[config.mk]
export PLATFORM = sky130hd
export DESIGN_NAME = fur_loader
export DESIGN_NICKNAME = d
export VERILOG_FILES = /design/src/fur_pkg.sv /design/src/fur_loader.sv
export SDC_FILE = /design/constraint.sdc
export NUM_CORES = 1
export LEC_CHECK = 0
export BUFFER_PORTS_ARGS = -buffer_cell sky130_fd_sc_hd__buf_2
export CAP_MARGIN = 25
export CORE_UTILIZATION = 33
export DETAILED_ROUTE_END_ITERATION = 7
export SYNTH_ARGS = -nofsm -noshare
export SYNTH_HDL_FRONTEND = slang
export SYNTH_SLANG_ARGS = --single-unit
[constraint.sdc]
create_clock -name REF_CLK -period 3.5 [get_ports REF_CLK]
set_input_delay 0.875 -clock REF_CLK [delete_from_list [all_inputs] [get_ports REF_CLK]]
set_output_delay 0.875 -clock REF_CLK [all_outputs]
set_load 0.05 [all_outputs]
[src/fur_pkg.sv]
// fuse and customer data row loader: constants and carrier types
// assumes one clock domain; fuse and row storage live in the loader itself
package fur_pkg;

    localparam int FUSE_BYTES = 9;
    localparam int ROW_BYTES = 32;

    // fuse byte offsets
    localparam logic [3:0] FUSE_OFS_WDOG = 4'h0;
    localparam logic [3:0] FUSE_OFS_BROWNOUT = 4'h1;
    localparam logic [3:0] FUSE_OFS_OSC = 4'h2;
    localparam logic [3:0] FUSE_OFS_RSVD_LO = 4'h3;
    localparam logic [3:0] FUSE_OFS_RSVD_HI = 4'h4;
    localparam logic [3:0] FUSE_OFS_SYS0 = 4'h5;
    localparam logic [3:0] FUSE_OFS_SYS1 = 4'h6;
    localparam logic [3:0] FUSE_OFS_CODE = 4'h7;
    localparam logic [3:0] FUSE_OFS_BOOT = 4'h8;
    localparam logic [3:0] FUSE_OFS_LAST = 4'h8;

    // field positions
    localparam int WDOG_WINDOW_LSB = 4;
    localparam int WDOG_PERIOD_LSB = 0;
    localparam int BO_THRESH_LSB = 5;
    localparam int BO_RATE_BIT = 4;
    localparam int BO_ACTIVE_LSB = 2;
    localparam int BO_SLEEP_LSB = 0;
    localparam int OSC_CHOICE_LSB = 0;

    // field codes
    localparam logic [2:0] BO_THRESH_MAX = 3'h3;
    localparam logic BO_RATE_128HZ = 1'h0;
    localparam logic BO_RATE_32HZ = 1'h1;
    localparam logic [1:0] BO_MODE_OFF = 2'h0;
    localparam logic [1:0] BO_MODE_CONT = 2'h1;
    localparam logic [1:0] BO_MODE_SAMPLED = 2'h2;
    localparam logic [1:0] BO_MODE_CONTINUOUS_HOLD_WAKE = 2'h3;
    localparam logic [1:0] BO_SLEEP_RSVD = 2'h3;
    localparam logic [3:0] OSC_INTERNAL_FAST_OSC = 4'h0;
    localparam logic [3:0] OSC_INTERNAL_SLOW_OSC = 4'h1;

    typedef enum logic {
        ST_LOAD,
        ST_RUN
    } fur_state_t;

    // row = 1 selects the customer data row, 0 the fuse bytes
    typedef struct packed {
        logic valid;
        logic we;
        logic row;
        logic [4:0] addr;
        logic [7:0] wdata;
    } fur_req_t;

    typedef struct packed {
        logic ack;
        logic err;
        logic [7:0] rdata;
    } fur_rsp_t;

    typedef struct packed {
        logic [3:0] wdog_window;
        logic [3:0] wdog_period;
        logic [2:0] brownout_threshold_sel;
        logic brownout_sample_rate_sel;
        logic [1:0] brownout_active_mode;
        logic [1:0] brownout_sleep_mode;
        logic [3:0] default_osc_choice;
        logic [7:0] sys_cfg0;
        logic [7:0] sys_cfg1;
        logic [7:0] code_size;
        logic [7:0] boot_size;
    } fur_targets_t;

endpackage

[src/fur_loader.sv]
// fuse and customer data row storage with the start-up copy into targets
// assumes cpu and program_debug_port requests come from logic on REF_CLK
//
// Behaviour
// - 32-byte customer data row survives chip erase
// - debug port may write row while locked
// - debug port row reads refused while locked
// - cpu reads and writes row freely
// - cpu reads fuses, debug port reads them only while unlocked; only debug port programs
// - copy every fuse into targets at start-up
// - new fuse values act only after reset
// - fuse bytes survive chip erase
// - watchdog window from fuse bits 7:4
// - watchdog period from fuse bits 3:0
// - brownout threshold from fuse bits 7:5
// - brownout sample rate from bit 4
// - brownout active mode from bits 3:2
// - brownout sleep mode from bits 1:0
// - default oscillator from oscillator fuse
`timescale 1ns/10ps
module fur_loader
    import fur_pkg::*;
(
    input wire logic REF_CLK,
    input wire logic RST,
    input wire logic CE,
    input wire logic LOCKED,
    input wire fur_req_t CPU_REQ,
    output fur_rsp_t CPU_RSP,
    input wire fur_req_t DBG_REQ,
    output fur_rsp_t DBG_RSP,
    output fur_targets_t TARGETS,
    output logic EXEC_RELEASE,
    output logic CFG_RESERVED
);

    fur_state_t state_q;
    logic [3:0] idx_q;
    logic [7:0] fuse_mem [FUSE_BYTES];
    logic [7:0] row_mem [ROW_BYTES];
    fur_targets_t targets_q;
    fur_rsp_t cpu_rsp_q;
    fur_rsp_t dbg_rsp_q;
    logic rsvd_q;
    logic run;
    logic loading;
    logic cpu_ref;
    logic dbg_ref;
    logic cpu_go;
    logic dbg_go;
    logic [7:0] fuse_wdog;
    logic [7:0] fuse_bo;
    logic [7:0] fuse_osc;

    function automatic logic fuse_addr_ok(input logic [4:0] a);
        return (a <= {1'h0, FUSE_OFS_LAST}) && (a[3:0] != FUSE_OFS_RSVD_LO)
            && (a[3:0] != FUSE_OFS_RSVD_HI);
    endfunction

    function automatic logic is_refused(input fur_req_t r, input logic ext,
                                        input logic locked);
        if (r.row) begin
            return ext && locked && !r.we;
        end
        if (!fuse_addr_ok(r.addr)) begin
            return 1'h1;
        end
        if (r.we) begin
            return !ext;
        end
        // a locked part hides fuse data from the debug port as well
        return ext && locked;
    endfunction

    function automatic logic [7:0] read_byte(input fur_req_t r);
        if (r.row) begin
            return row_mem[r.addr];
        end
        return fuse_mem[r.addr[3:0]];
    endfunction

    assign run = (state_q == ST_RUN);
    assign loading = (state_q == ST_LOAD);
    assign cpu_ref = is_refused(CPU_REQ, 1'h0, LOCKED);
    assign dbg_ref = is_refused(DBG_REQ, 1'h1, LOCKED);
    // requests during the copy are dropped, not held; nothing is answered before release
    assign cpu_go = CE && run && CPU_REQ.valid && !cpu_ref;
    assign dbg_go = CE && run && DBG_REQ.valid && !dbg_ref;
    assign fuse_wdog = fuse_mem[FUSE_OFS_WDOG];
    assign fuse_bo = fuse_mem[FUSE_OFS_BROWNOUT];
    assign fuse_osc = fuse_mem[FUSE_OFS_OSC];

    // start-up sequencer: one fuse byte per enabled cycle
    always_ff @(posedge REF_CLK or posedge RST) begin
        if (RST) begin
            state_q <= ST_LOAD;
            idx_q <= 4'h0;
        end else if (CE && loading) begin
            if (idx_q == FUSE_OFS_LAST) begin
                state_q <= ST_RUN;
            end
            idx_q <= idx_q + 4'h1;
        end
    end

    // target copy; frozen once running so new fuses wait for reset
    always_ff @(posedge REF_CLK or posedge RST) begin
        if (RST) begin
            targets_q <= '0;
        end else if (CE && loading) begin
            case (idx_q)
                FUSE_OFS_WDOG: begin
                    targets_q.wdog_window <= fuse_wdog[WDOG_WINDOW_LSB +: 4];
                    targets_q.wdog_period <= fuse_wdog[WDOG_PERIOD_LSB +: 4];
                end
                FUSE_OFS_BROWNOUT: begin
                    targets_q.brownout_threshold_sel <= fuse_bo[BO_THRESH_LSB +: 3];
                    targets_q.brownout_sample_rate_sel <= fuse_bo[BO_RATE_BIT];
                    targets_q.brownout_active_mode <= fuse_bo[BO_ACTIVE_LSB +: 2];
                    targets_q.brownout_sleep_mode <= fuse_bo[BO_SLEEP_LSB +: 2];
                end
                FUSE_OFS_OSC: begin
                    targets_q.default_osc_choice <= fuse_osc[OSC_CHOICE_LSB +: 4];
                end
                FUSE_OFS_SYS0: begin
                    targets_q.sys_cfg0 <= fuse_mem[FUSE_OFS_SYS0];
                end
                FUSE_OFS_SYS1: begin
                    targets_q.sys_cfg1 <= fuse_mem[FUSE_OFS_SYS1];
                end
                FUSE_OFS_CODE: begin
                    targets_q.code_size <= fuse_mem[FUSE_OFS_CODE];
                end
                FUSE_OFS_BOOT: begin
                    targets_q.boot_size <= fuse_mem[FUSE_OFS_BOOT];
                end
                default: begin
                end
            endcase
        end
    end

    // reserved codes are passed through unchanged but flagged
    always_ff @(posedge REF_CLK or posedge RST) begin
        if (RST) begin
            rsvd_q <= 1'b0;
        end else if (CE && loading) begin
            case (idx_q)
                FUSE_OFS_BROWNOUT: begin
                    rsvd_q <= rsvd_q || (fuse_bo[BO_THRESH_LSB +: 3] > BO_THRESH_MAX)
                        || (fuse_bo[BO_SLEEP_LSB +: 2] == BO_SLEEP_RSVD);
                end
                FUSE_OFS_OSC: begin
                    rsvd_q <= rsvd_q
                        || (fuse_osc[OSC_CHOICE_LSB +: 4] > OSC_INTERNAL_SLOW_OSC);
                end
                default: begin
                end
            endcase
        end
    end

    // storage is nonvolatile: no reset, and no erase path reaches it
    always_ff @(posedge REF_CLK) begin
        if (cpu_go && CPU_REQ.we && CPU_REQ.row) begin
            row_mem[CPU_REQ.addr] <= CPU_REQ.wdata;
        end
        // debug port wins a same-byte collision by writing last
        if (dbg_go && DBG_REQ.we && DBG_REQ.row) begin
            row_mem[DBG_REQ.addr] <= DBG_REQ.wdata;
        end
    end

    always_ff @(posedge REF_CLK) begin
        if (dbg_go && DBG_REQ.we && !DBG_REQ.row) begin
            fuse_mem[DBG_REQ.addr[3:0]] <= DBG_REQ.wdata;
        end
    end

    // answers one enabled cycle after the request
    always_ff @(posedge REF_CLK or posedge RST) begin
        if (RST) begin
            cpu_rsp_q <= '0;
        end else if (CE) begin
            cpu_rsp_q.ack <= cpu_go;
            cpu_rsp_q.err <= run && CPU_REQ.valid && cpu_ref;
            if (cpu_go && !CPU_REQ.we) begin
                cpu_rsp_q.rdata <= read_byte(CPU_REQ);
            end
        end
    end

    always_ff @(posedge REF_CLK or posedge RST) begin
        if (RST) begin
            dbg_rsp_q <= '0;
        end else if (CE) begin
            dbg_rsp_q.ack <= dbg_go;
            dbg_rsp_q.err <= run && DBG_REQ.valid && dbg_ref;
            if (dbg_go && !DBG_REQ.we) begin
                dbg_rsp_q.rdata <= read_byte(DBG_REQ);
            end
        end
    end

    assign CPU_RSP = cpu_rsp_q;
    assign DBG_RSP = dbg_rsp_q;
    assign TARGETS = targets_q;
    assign EXEC_RELEASE = run;
    assign CFG_RESERVED = rsvd_q;

    // helper: enabled cycles since reset, saturating
    logic [4:0] ce_cnt_q;
    always_ff @(posedge REF_CLK or posedge RST) begin
        if (RST) begin
            ce_cnt_q <= 5'h00;
        end else if (CE && (ce_cnt_q != 5'h1F)) begin
            ce_cnt_q <= ce_cnt_q + 5'h01;
        end
    end
endmodule

## Word level (Yosys, flattened, before mapping)

Memories as Yosys holds them, arrays and structs flattened. A register that Yosys moved wholly into a read port is not among the register bits.
Cells that the tools add are included.

- Bits in registers: 38
- Bits in latches: 0
- Bits in writable memories: 328
- Memory bits (read-only): 0
- Input port bits: 36
- Output and inout port bits: 74
- Memories: 2

- Add/subtract/negate cells: 1
- $mul: 0
- Divide/modulo/power cells: 0
- Magnitude comparators: 4
- Equal/unequal tests: 11
- Shift-type cells: 0
- Muxes and demuxes: 39
- Bitwise operators: 1
- Reduce and logical (&&, ||, !) cells: 42

Memory list:

| memory | depth | bits a word | read ports | clocked after memory_dff | wr ports | RTL line | source |
|---|---|---|---|---|---|---|---|
| row_mem | 32 | 8 | 2 | 0 | 2 | fur_loader.sv:40 | `logic [7:0] row_mem [ROW_BYTES];` |
| fuse_mem | 9 | 8 | 9 | 5 | 1 | fur_loader.sv:39 | `logic [7:0] fuse_mem [FUSE_BYTES];` |

Operators with widths:

| operator | count |
|---|---|
| two-way mux 1 bit | 34 |
| two-way mux 8 bit | 4 |
| logical AND 1 bit | 22 |
| AND reduction 2 bit | 10 |
| == test 4 x 3 -> 1 bit (second input constant) | 3 |
| <= comparator 5 x 4 -> 1 bit (second input constant) | 2 |
| inequality test 4 x 2 -> 1 bit (second input constant) | 2 |
| inequality test 4 x 3 -> 1 bit (second input constant) | 2 |
| zero test 1 bit | 5 |
| adder 4 x 1 -> 4 bit (second input constant) | 1 |
| == test 4 x 1 -> 1 bit (second input constant) | 1 |
| == test 4 x 2 -> 1 bit (second input constant) | 1 |
| == test 4 bit (second input constant) | 1 |
| greater-than comparator 4 x 1 -> 1 bit (second input constant) | 1 |
| zero test 4 bit | 1 |
| greater-than comparator 3 x 2 -> 1 bit (second input constant) | 1 |
| logical OR 1 bit | 3 |
| == test 2 bit (second input constant) | 1 |
| case mux 1 bit (2 select lines) | 1 |
| nonzero test 2 bit | 1 |
| inverter 1 bit | 1 |

## Logic depth before layout (Yosys ltp)

Gate-level depths: netlist of the first run.

- Depth after elaboration: 16
- Gate-level depth with buffers: 9
- Gate-level depth less buffers: 5

## Least setup slack after synthesis of the first run

OpenSTA, ideal clock, no wires.

- Kind: input to register
- Start: in DBG_REQ[8] (netlist bit)
- End: mem fuse_mem[0][0] (enable)
- Library setup time: 383 ps
- Arrival time: 2704 ps
- Required time: 3117 ps
- Path slack: 413 ps
- Stages: 7
- Path through: buf_6 > buf_12 > o21ai_0 > a41oi_2 > nor4b_1 > nand2_1 > nor3_1

- Word-level cells in the longest chain between the ends: 14
- Elaborated cells on any way between the ends: 18

Ends and longest elaborated chain:

| what | RTL line | source |
|---|---|---|
| from (decl) | fur_loader.sv:30 | `input wire fur_req_t DBG_REQ,` |
| <= comparator 5 x 4 -> 1 bit or inequality test 4 x 2 -> 1 bit (tied branches) | fur_loader.sv:56 | `return (a <= {1'h0, FUSE_OFS_LAST}) && (a[3:0] != FUSE_OFS_RSVD_LO)` |
| logical AND 1 bit | fur_loader.sv:56 |  |
| logical AND 1 bit | fur_loader.sv:57 | `&& (a[3:0] != FUSE_OFS_RSVD_HI);` |
| two-way mux 1 bit | fur_loader.sv:65 | `if (!fuse_addr_ok(r.addr)) begin` |
| two-way mux 1 bit | fur_loader.sv:68 | `if (r.we) begin` |
| two-way mux 1 bit | fur_loader.sv:72 | `return ext && locked;` |
| two-way mux 1 bit | fur_loader.sv:68 |  |
| two-way mux 1 bit | fur_loader.sv:65 |  |
| zero test 1 bit | fur_loader.sv:88 | `assign dbg_go = CE && run && DBG_REQ.valid && !dbg_ref;` |
| logical AND 1 bit | fur_loader.sv:88 |  |
| logical AND 1 bit (2 in a row) | fur_loader.sv:175 | `if (dbg_go && DBG_REQ.we && !DBG_REQ.row) begin` |
| two-way mux 1 bit | fur_loader.sv:175 |  |
| two-way mux 1 bit (implied by the code) | fur_loader.sv:176 | `fuse_mem[DBG_REQ.addr[3:0]] <= DBG_REQ.wdata;` |
| to (decl) | fur_loader.sv:39 |  |

Parallel ways exist; a longest one is shown, timed or not. The select of a mux whose other input is x is not followed.

## Worst setup path after layout of the first run

- Start: in DBG_REQ[10] (netlist bit)
- End: mem fuse_mem[6][0] (enable)

The elaborated chain is that of the path after synthesis.

==> results.toml, run 1 <==
[clock_network]
cts_resized = 0
clk_latency_ps = 600
clk_transition_reported_paths_ps = 60
cts_root_buf = "clkbuf_16"
cts.path.max_buffers = 3
post_cts_buffers = 0
cts-buffers-inserted = 46
cts_hold_buf = 0
cts_sinks = 406
cts_tree = "done"
htreeDepth = 2

[cells_and_area]
multi_input_area_um2 = 9830
area_growth_pct = 15.2
drive_gt1_frac = 0.478
antenna_cells = 0
fill_cells = 6312
finish.utilization = 0.385
regArea_um2 = 11800
fin_nets = 1625

[yosys]
ys_seq_elements = 406
syn_inst = 1421
synthesis.area_um2 = 22500
synthDistinctLibCells = 77
synth-edff-count = 328
ys_warn_count = 0
synth_seq_area_share = 0.525
syn_area_per_cell_um2 = 15.8
yosysMostFrequentCell = "edfxtp_1"
synth.area.top_cells = "edfxtp_1 (44%), mux2_2 (15%), mux4_2 (12%)"
ys_top_cells_by_count = "edfxtp_1 (328), mux2_2 (302), mux4_2 (116)"
async_reset_ff_frac = 0.192
synthFlopType = "edfxtp_1"
synth.top_cell.area_share = 0.439
yosysTopAreaCell = "edfxtp_1"

[placement]
numPortBuffers = 109
gp_congestion = 0.974
place_hpwl_um = 55500
dp_slack_ps = 273

[timing]
drv_slew = 0
rsz0062_at_grt = "false"
tns_ps = 0
slew_headroom = 0.242
finalHoldViolCount = 0
fmax_mhz = 376
fin_ws_ps = 839
tightest_slew_ps = 1140
period_needed_ps = 2660
period_share = 0.760
skew_ps = 34.5
setup_violations = 0

[route]
route.detailed.drc = 0
ant_nets = 0
drt_iter0_drc = 1668
wire_per_inst_um = 31.7
wl_um = 79200
firstDrtPassIters = 5
vias = 15000
via_per_inst = 6.00

[critical_path]
crit_type = "primary input to flip-flop"
crit_path_end_kind = "flip-flop"
crit_arrival_ps = 3010
critPathMaxFanout = 10
start_kind = "primary input"
required_ps = 3840

[power_and_ir_drop]
leakage_nw = 9.04
irDropWorstVdd_mv = 0.394
power.density_nw_per_um2 = 556

[floorplanning]
io_pins = 110
die_y_um = 263
rows = 95
die_x_um = 263
initial_utilization = 0.334
fp.dieArea_um2 = 69100
core_um2 = 67300

[run]
max-cap-violations = 0

[global_route]
grt_max_degree = 47
grt_use_total = 0.227
grt_first_pass_wirelength_um = 113000
first_global_vias = 15100
overflow = 0
grt_antenna_before_repair = 3

[hold_path]
hp-class = "primary input to asynchronous set/reset pin"

[outcome]
run_status = "complete, no violations"
placed cells by master (no fill, tap or decap), types with 9 or more instances in the layout:
cell       instances
a22oi_1            9
clkbuf_16         47
mux2_2           302
mux2i_1           41
clkinv_2          11
nor2_1            30
dfrtp_1           78
buf_4            118
o22ai_1           46
nor2b_1           18
nand3_1           13
inv_1             14
o21ai_0            9
o221ai_1          18
nor2_2            12
mux4_1            28
a211oi_1          15
nor2_4            16
nand2_1           41
buf_2            105
mux4_2           116
conb_1            16
a22o_1            11
a21oi_1           21
edfxtp_1         328
sequential cells by signal (all words and copies together), names as in the netlist:
signal,count
CPU_RSP,10
CFG_RESERVED,1
idx_q,4
DBG_RSP,10
EXEC_RELEASE,1
TARGETS,52
fuse_mem,72
row_mem,256
worst max-delay path, stage by stage:
cell and delay [ps]:
buf_2 310, buf_4 210, or3b_2 450, a41oi_2 410, nor4b_1 110, buf_4 170, nand2_1 150, nor2_1 110
buf_4 200
routing by layer:
| layer | up-vias | wire length [µm] | GRT usage |
|---|---|---|---|
| met4 | 2 | 2770 | 0.0817 |
| met3 | 146 | 6900 | 0.0454 |
| met2 | 890 | 37100 | 0.363 |
| met5 | - | 13 | 0 |
| met1 | 7816 | 32400 | 0.306 |
| li1 | 6128 | - | - |
worst paths after layout:
kind	startpoint	endpoint	slack, ps	cells past startpoint
worst max-delay path	DBG_REQ[10]	fuse_mem[6][0]$_DFFE_PP_	840	9
worst min-delay path	RST	TARGETS[11]$_DFFE_PP0P_	440	2
worst max register to register	EXEC_RELEASE$_DFFE_PP0P_	row_mem[27][3]$_DFFE_PP_	840	6
worst min register to register	CFG_RESERVED$_DFFE_PP0P_	CFG_RESERVED$_DFFE_PP0P_	480	1
max in group asynchronous	RST	DBG_RSP[0]$_DFFE_PP0P_	2200	3
min in group REF_CLK	CFG_RESERVED$_DFFE_PP0P_	CFG_RESERVED$_DFFE_PP0P_	480	1
kinds of logic after synthesis:
kind of cell    after synthesis  share of synthesized area
simple gates                192                     0.0529
flops                       406                      0.525
mux                         496                      0.324
compound gates              170                     0.0550
other cells                   1                   0.000167
xor+xnor                      3                    0.00117
buf+inv                     149                     0.0393
fa+ha+maj                     4                    0.00223
per-stage QoR:
stage                     instances  total power, mW  instance area (µm²)  hold slack, ps
after detailed placement       2409             9.58                24400             469
final                          2495             14.4                25900             438
after global placement         2409             9.53                24400             452
after floorplan                1436             8.50                22500             481
after CTS                      2494             14.5                25900             454
after global routing           2495             14.8                25900             499
where the power goes:
group | internal (mW) | total, mW | switching [mW]
clock network | 2.83 | 4.89 | 2.07
logic | 1.03 | 3.47 | 2.43
registers | 5.66 | 6.02 | 0.360
total | 9.52 | 14.4 | 4.86
layout make-up:
| type | instances | share of cell area |
|---|---|---|
| well taps | 873 | 0.0422 |
| clock buffers | 58 | 0.0482 |
| multi-input cells | 881 | 0.380 |
| repair buffers | 232 | 0.0612 |
| inverters | 18 | 0.00266 |
| flip-flops and latches | 406 | 0.456 |
| clock inverters | 27 | 0.00977 |
(Power assumes the default switching activity.)
==> inputs of run 2 (changes only) <==
==> constraint.sdc (replaced) <==
create_clock -name REF_CLK -period 2.65 [get_ports REF_CLK]
set_input_delay 0.6625 -clock REF_CLK [delete_from_list [all_inputs] [get_ports REF_CLK]]
set_output_delay 0.6625 -clock REF_CLK [all_outputs]
set_load 0.05 [all_outputs]
==> run 2 against run 1 <==
  * Die area unchanged
  * Register-to-register slack worse by 460 ps
  * Via count is 1.5% higher
  * Setup slack worse by 680 ps
  * Sequential share of layout area down 1.3 points
  * Critical path depth decreased by 2
  * First-iteration DRC count is essentially flat
  * Combinational power grew 36%
  * Highest routed layer is now met4
==> results.toml, run 2 (synthesis results as in run 1) <==
[outcome]
run_status = "complete, no violations"

[clock_network]
clk_transition_reported_paths_ps = 70
htreeDepth = 2
cts_hold_buf = 0
cts_root_buf = "clkbuf_16"
cts_sinks = 406
post_cts_buffers = 0
clk_latency_ps = 580
cts.path.max_buffers = 3
cts_tree = "done"
cts-buffers-inserted = 46
cts_resized = 0

[global_route]
grt_use_total = 0.224
grt_antenna_before_repair = 1
overflow = 0
grt_max_degree = 55
grt_first_pass_wirelength_um = 112000
first_global_vias = 15200

[timing]
tightest_slew_ps = 1150
fmax_mhz = 402
fin_hold_ws_ps = 139
period_share = 0.939
rsz0062_at_grt = "false"
slew_headroom = 0.231
drv_slew = 0
skew_ps = 14.7
setup_violations = 0
period_needed_ps = 2490
fin_ws_ps = 161
finalHoldViolCount = 0

[critical_path]
path_cells = "buf_4 -> buf_4 -> or3b_1 -> o221ai_1 -> a211oi_1 -> or3_1 -> a31oi_1"
crit_type = "primary input to flip-flop"
crit_top_cell = "buf_4"
reg2regPathDepth = 7
cp_slowest_cell = "or3b_1"
required_ps = 3150
crit_path_end_kind = "flip-flop"
critical-path-max-stage-delay_ps = 620
critPathMaxFanout = 29
crit-reg2reg-launch = "EXEC_RELEASE$_DFFE_PP0P_"
crit_arrival_ps = 2980
r2r_slack_ps = 380
r2r-end = "row_mem[26][2]$_DFFE_PP_"
start_kind = "primary input"

[route]
drt_iter0_drc = 1669
firstDrtPassIters = 6
via_per_inst = 5.95
route.detailed.drc = 0
ant_nets = 0
vias = 15200
wire_per_inst_um = 30.8
wl_um = 78700

[cells_and_area]
fill_cells = 6275
layout_commonest_cell = "edfxtp_1"
largest_reg_flops = 256
final_cell_mix = "edfxtp_1 (328), mux2_2 (302), buf_4 (156)"
largest_register = "row_mem"
area_growth_pct = 18.6
fin_nets = 1687
antenna_cells = 0
finish.utilization = 0.396
drive_gt1_frac = 0.496

[power_and_ir_drop]
power.density_nw_per_um2 = 710
irDropWorstVdd_mv = 0.610
leakage_nw = 9.45

[floorplanning]
io_pins = 110
die_x_um = 263
initial_utilization = 0.334
rows = 95
fp.dieArea_um2 = 69100
die_y_um = 263
core_um2 = 67300

[run]
max-cap-violations = 0

[placement]
place_hpwl_um = 55500
dp_slack_ps = -366
numPortBuffers = 109
gp_congestion = 0.979

[hold_path]
hp-class = "primary input to asynchronous set/reset pin"
run 2: layout make-up:
class | instances | area (µm²) | share of cell area
flip-flops and latches | 406 | 11800 | 0.443
multi-input cells | 881 | 9840 | 0.369
repair buffers | 294 | 2350 | 0.0882
clock buffers | 66 | 1350 | 0.0507
well taps | 873 | 1090 | 0.0410
clock inverters | 19 | 134 | 0.00503
inverters | 18 | 71.3 | 0.00268
run 2: stage by stage:
stage / TNS (ps) / area (µm²) / instances / power [mW]
floorplan: -553 / 22500 / 1436 / 11.2
finish: 0 / 26600 / 2557 / 18.9
global route: 0 / 26600 / 2557 / 19.5
global placement: -21670 / 25100 / 2471 / 12.6
detailed placement: -24620 / 25100 / 2471 / 12.7
CTS: 0 / 26600 / 2556 / 19.0
run 2: worst max-delay path: cells and delay by family:
kind / cells / cell delay [ps]
buffers and inverters: 2 / 410
AO/OA/AOI/OAI: 3 / 790
AND/OR/NAND/NOR: 2 / 1090
run 2: power breakdown:
part	total, mW	switching (mW)	internal, mW
Sequential	7.89	0.413	7.48
Combinational	4.71	3.26	1.45
Clock	6.30	2.65	3.65
run 2: worst max-delay path by stage:
stage / cells after the start / from / slack, ps / endpoint
2_1_floorplan: 5 / CPU_REQ[13] / -7 / row_mem[28][0]$_DFFE_PP_
3_3_place_gp: 7 / DBG_REQ[9] / -320 / DBG_RSP[6]$_DFFE_PP0P_
3_5_place_dp: 7 / DBG_REQ[9] / -370 / DBG_RSP[6]$_DFFE_PP0P_
4_1_cts: 7 / DBG_REQ[9] / 230 / DBG_RSP[6]$_DFFE_PP0P_
5_1_grt: 7 / DBG_REQ[9] / 170 / DBG_RSP[6]$_DFFE_PP0P_
6_report: 7 / DBG_REQ[9] / 160 / DBG_RSP[6]$_DFFE_PP0P_
run 2: per-layer routing:
metal  vias up  GRT usage  part of all wire
met1      7973      0.302              0.41
li1       6237          -                 -
met3       154     0.0350             0.078
met4         0     0.0737             0.034
met5         -          0                 0
met2       840      0.369              0.48
==> inputs of run 3 (changes only) <==
--- a/config.mk
+++ b/config.mk
@@ -9,6 +9,7 @@
 export CAP_MARGIN = 25
 export CORE_UTILIZATION = 33
 export DETAILED_ROUTE_END_ITERATION = 7
+export SETUP_SLACK_MARGIN = 0.4
 export SYNTH_ARGS = -nofsm -noshare
 export SYNTH_HDL_FRONTEND = slang
 export SYNTH_SLANG_ARGS = --single-unit
==> run 3 against run 2 <==
  * Sequential share of layout area down 1.9 points
  * Combinational power is 3% higher
  * Register-to-register slack gained 80 ps
  * Setup slack improved by 260 ps
  * Hold slack gained 27 ps
  * Routed wire length is 0.22% higher
  * Clock-buffer cell count decreased by 11
  * Global-route usage is 0.13 points higher
  * Final area up 4.5%
==> results.toml, run 3 (synthesis results as in run 1) <==
[timing]
skew_ps = 24.6
slew_headroom = 0.361
finalHoldViolCount = 0
rsz0062_at_grt = "false"
period_needed_ps = 2230
fmax_mhz = 449
tns_ps = 0
drv_slew = 0
setup_violations = 0
period_share = 0.841
tightest_slew_ps = 958

[floorplanning]
core_um2 = 67300
rows = 95
initial_utilization = 0.334
io_pins = 110
fp.dieArea_um2 = 69100
die_x_um = 263
die_y_um = 263

[power_and_ir_drop]
internal_power_mw = 13.0
finalPower_mw = 19.5
irDropWorstVdd_mv = 0.547
power.density_nw_per_um2 = 700
seqPwrFrac = 0.406
leakage_nw = 9.84
swShare = 0.335
power.share.combinational = 0.248
power.switching_mw = 6.52
p_clk_frac = 0.346

[run]
max-cap-violations = 0

[route]
wire_per_inst_um = 30.7
route.detailed.drc = 0
wl_um = 78800
via_per_inst = 5.87
drt_iter0_drc = 1551
vias = 15100
ant_nets = 0
firstDrtPassIters = 8

[outcome]
run_status = "complete, no violations"

[cells_and_area]
drive_gt1_frac = 0.540
fill_cells = 6097
final_cell_mix = "edfxtp_1 (328), mux2_2 (270), buf_4 (138)"
fin_nets = 1698
largest_reg_flops = 256
largest_register = "row_mem"
regArea_um2 = 11800
layout_commonest_cell = "edfxtp_1"
area_growth_pct = 24.0
multi_input_area_um2 = 10500
antenna_cells = 0

[clock_network]
htreeDepth = 2
cts.path.max_buffers = 3
clk_latency_ps = 600
cts_tree = "done"
cts_hold_buf = 0
clk_transition_reported_paths_ps = 70
cts_root_buf = "clkbuf_16"
cts-buffers-inserted = 47
cts_sinks = 406

[placement]
place_hpwl_um = 57700
numPortBuffers = 109
gp_congestion = 1.01

[global_route]
grt_antenna_before_repair = 2
grt_use_total = 0.225
grt_first_pass_wirelength_um = 112000
overflow = 0
grt_max_degree = 79
first_global_vias = 14900

[critical_path]
crit_arrival_ps = 2650
start_kind = "primary input"
crit_type = "primary input to flip-flop"
required_ps = 3070
critPathMaxFanout = 10
crit_path_end_kind = "flip-flop"

[hold_path]
hp-class = "primary input to asynchronous set/reset pin"
-- run 3: changes by cell type in the layout (fill, tap and decap cells not counted), sizes merged --
cell / change
clkinv: +7
clkinvlp: +1
buf: +10
bufinv: +4
clkbuf: -11
inv: +2
-- run 3: path summary, 6_finish.rpt --
path	cells past startpoint	to	slack (ps)	from
hold reg to reg	1	CFG_RESERVED$_DFFE_PP0P_	470	CFG_RESERVED$_DFFE_PP0P_
setup / recovery	8	DBG_RSP[6]$_DFFE_PP0P_	420	DBG_REQ[8]
min in group REF_CLK	1	CFG_RESERVED$_DFFE_PP0P_	470	CFG_RESERVED$_DFFE_PP0P_
hold / removal	3	TARGETS[28]$_DFFE_PP0P_	170	RST
setup reg to reg	5	row_mem[1][0]$_DFFE_PP_	460	EXEC_RELEASE$_DFFE_PP0P_
max in group asynchronous	3	EXEC_RELEASE$_DFFE_PP0P_	2090	RST
-- run 3: critical path, stage by stage --
cell      delay (ps)
buf_6            170
buf_12           140
buf_4            150
mux4_2           580
a22o_1           250
a211oi_2         250
or3_1            300
a31oi_1          130
-- run 3: power by group through the flow --
stage	registers (mW)	logic, mW	clock network, mW
after CTS	7.91	4.85	6.86
after global routing	7.98	5.02	7.06
final	7.92	4.83	6.74
after global placement	8.03	4.74	0
after floorplan	9.71	1.60	0
after detailed placement	8.05	4.80	0
-- run 3: cell type report --
cell class / instances / area share
repair buffers: 304 / 0.0996
inverters: 18 / 0.00261
clock inverters: 33 / 0.0111
flip-flops and latches: 406 / 0.424
multi-input cells: 881 / 0.378
well taps: 873 / 0.0392
clock buffers: 55 / 0.0459
-- run 3: metrics by stage --
stage | hold WS (ps) | instances | worst slack, ps | instance area (µm²) | utilization
after floorplan | 481 | 1436 | 137 | 23300 | -
after global placement | 456 | 2475 | -285 | 26200 | 0.389
after detailed placement | 462 | 2475 | -325 | 26200 | 0.389
after CTS | 165 | 2570 | 409 | 27800 | 0.414
after global routing | 209 | 2570 | 408 | 27800 | 0.414
final | 166 | 2570 | 420 | 27800 | 0.414
-- run 3: repair_timing --
item                                    CTS  global route
hold endpoints to repair                  0             0
buffers inserted                          7             0
endpoints found under the setup margin   25             3
resized for setup                         2             1
pin swaps                                 4             0
cloned                                    0             0
-- run 3: metal layers --
metal  vias to the layer above  track usage  part of all wire
li1                       6279            -                 -
met1                      7973        0.303              0.42
met2                       700        0.368              0.48
met3                       120       0.0377             0.069
met4                         4       0.0771             0.031
met5                         -            0           0.00034
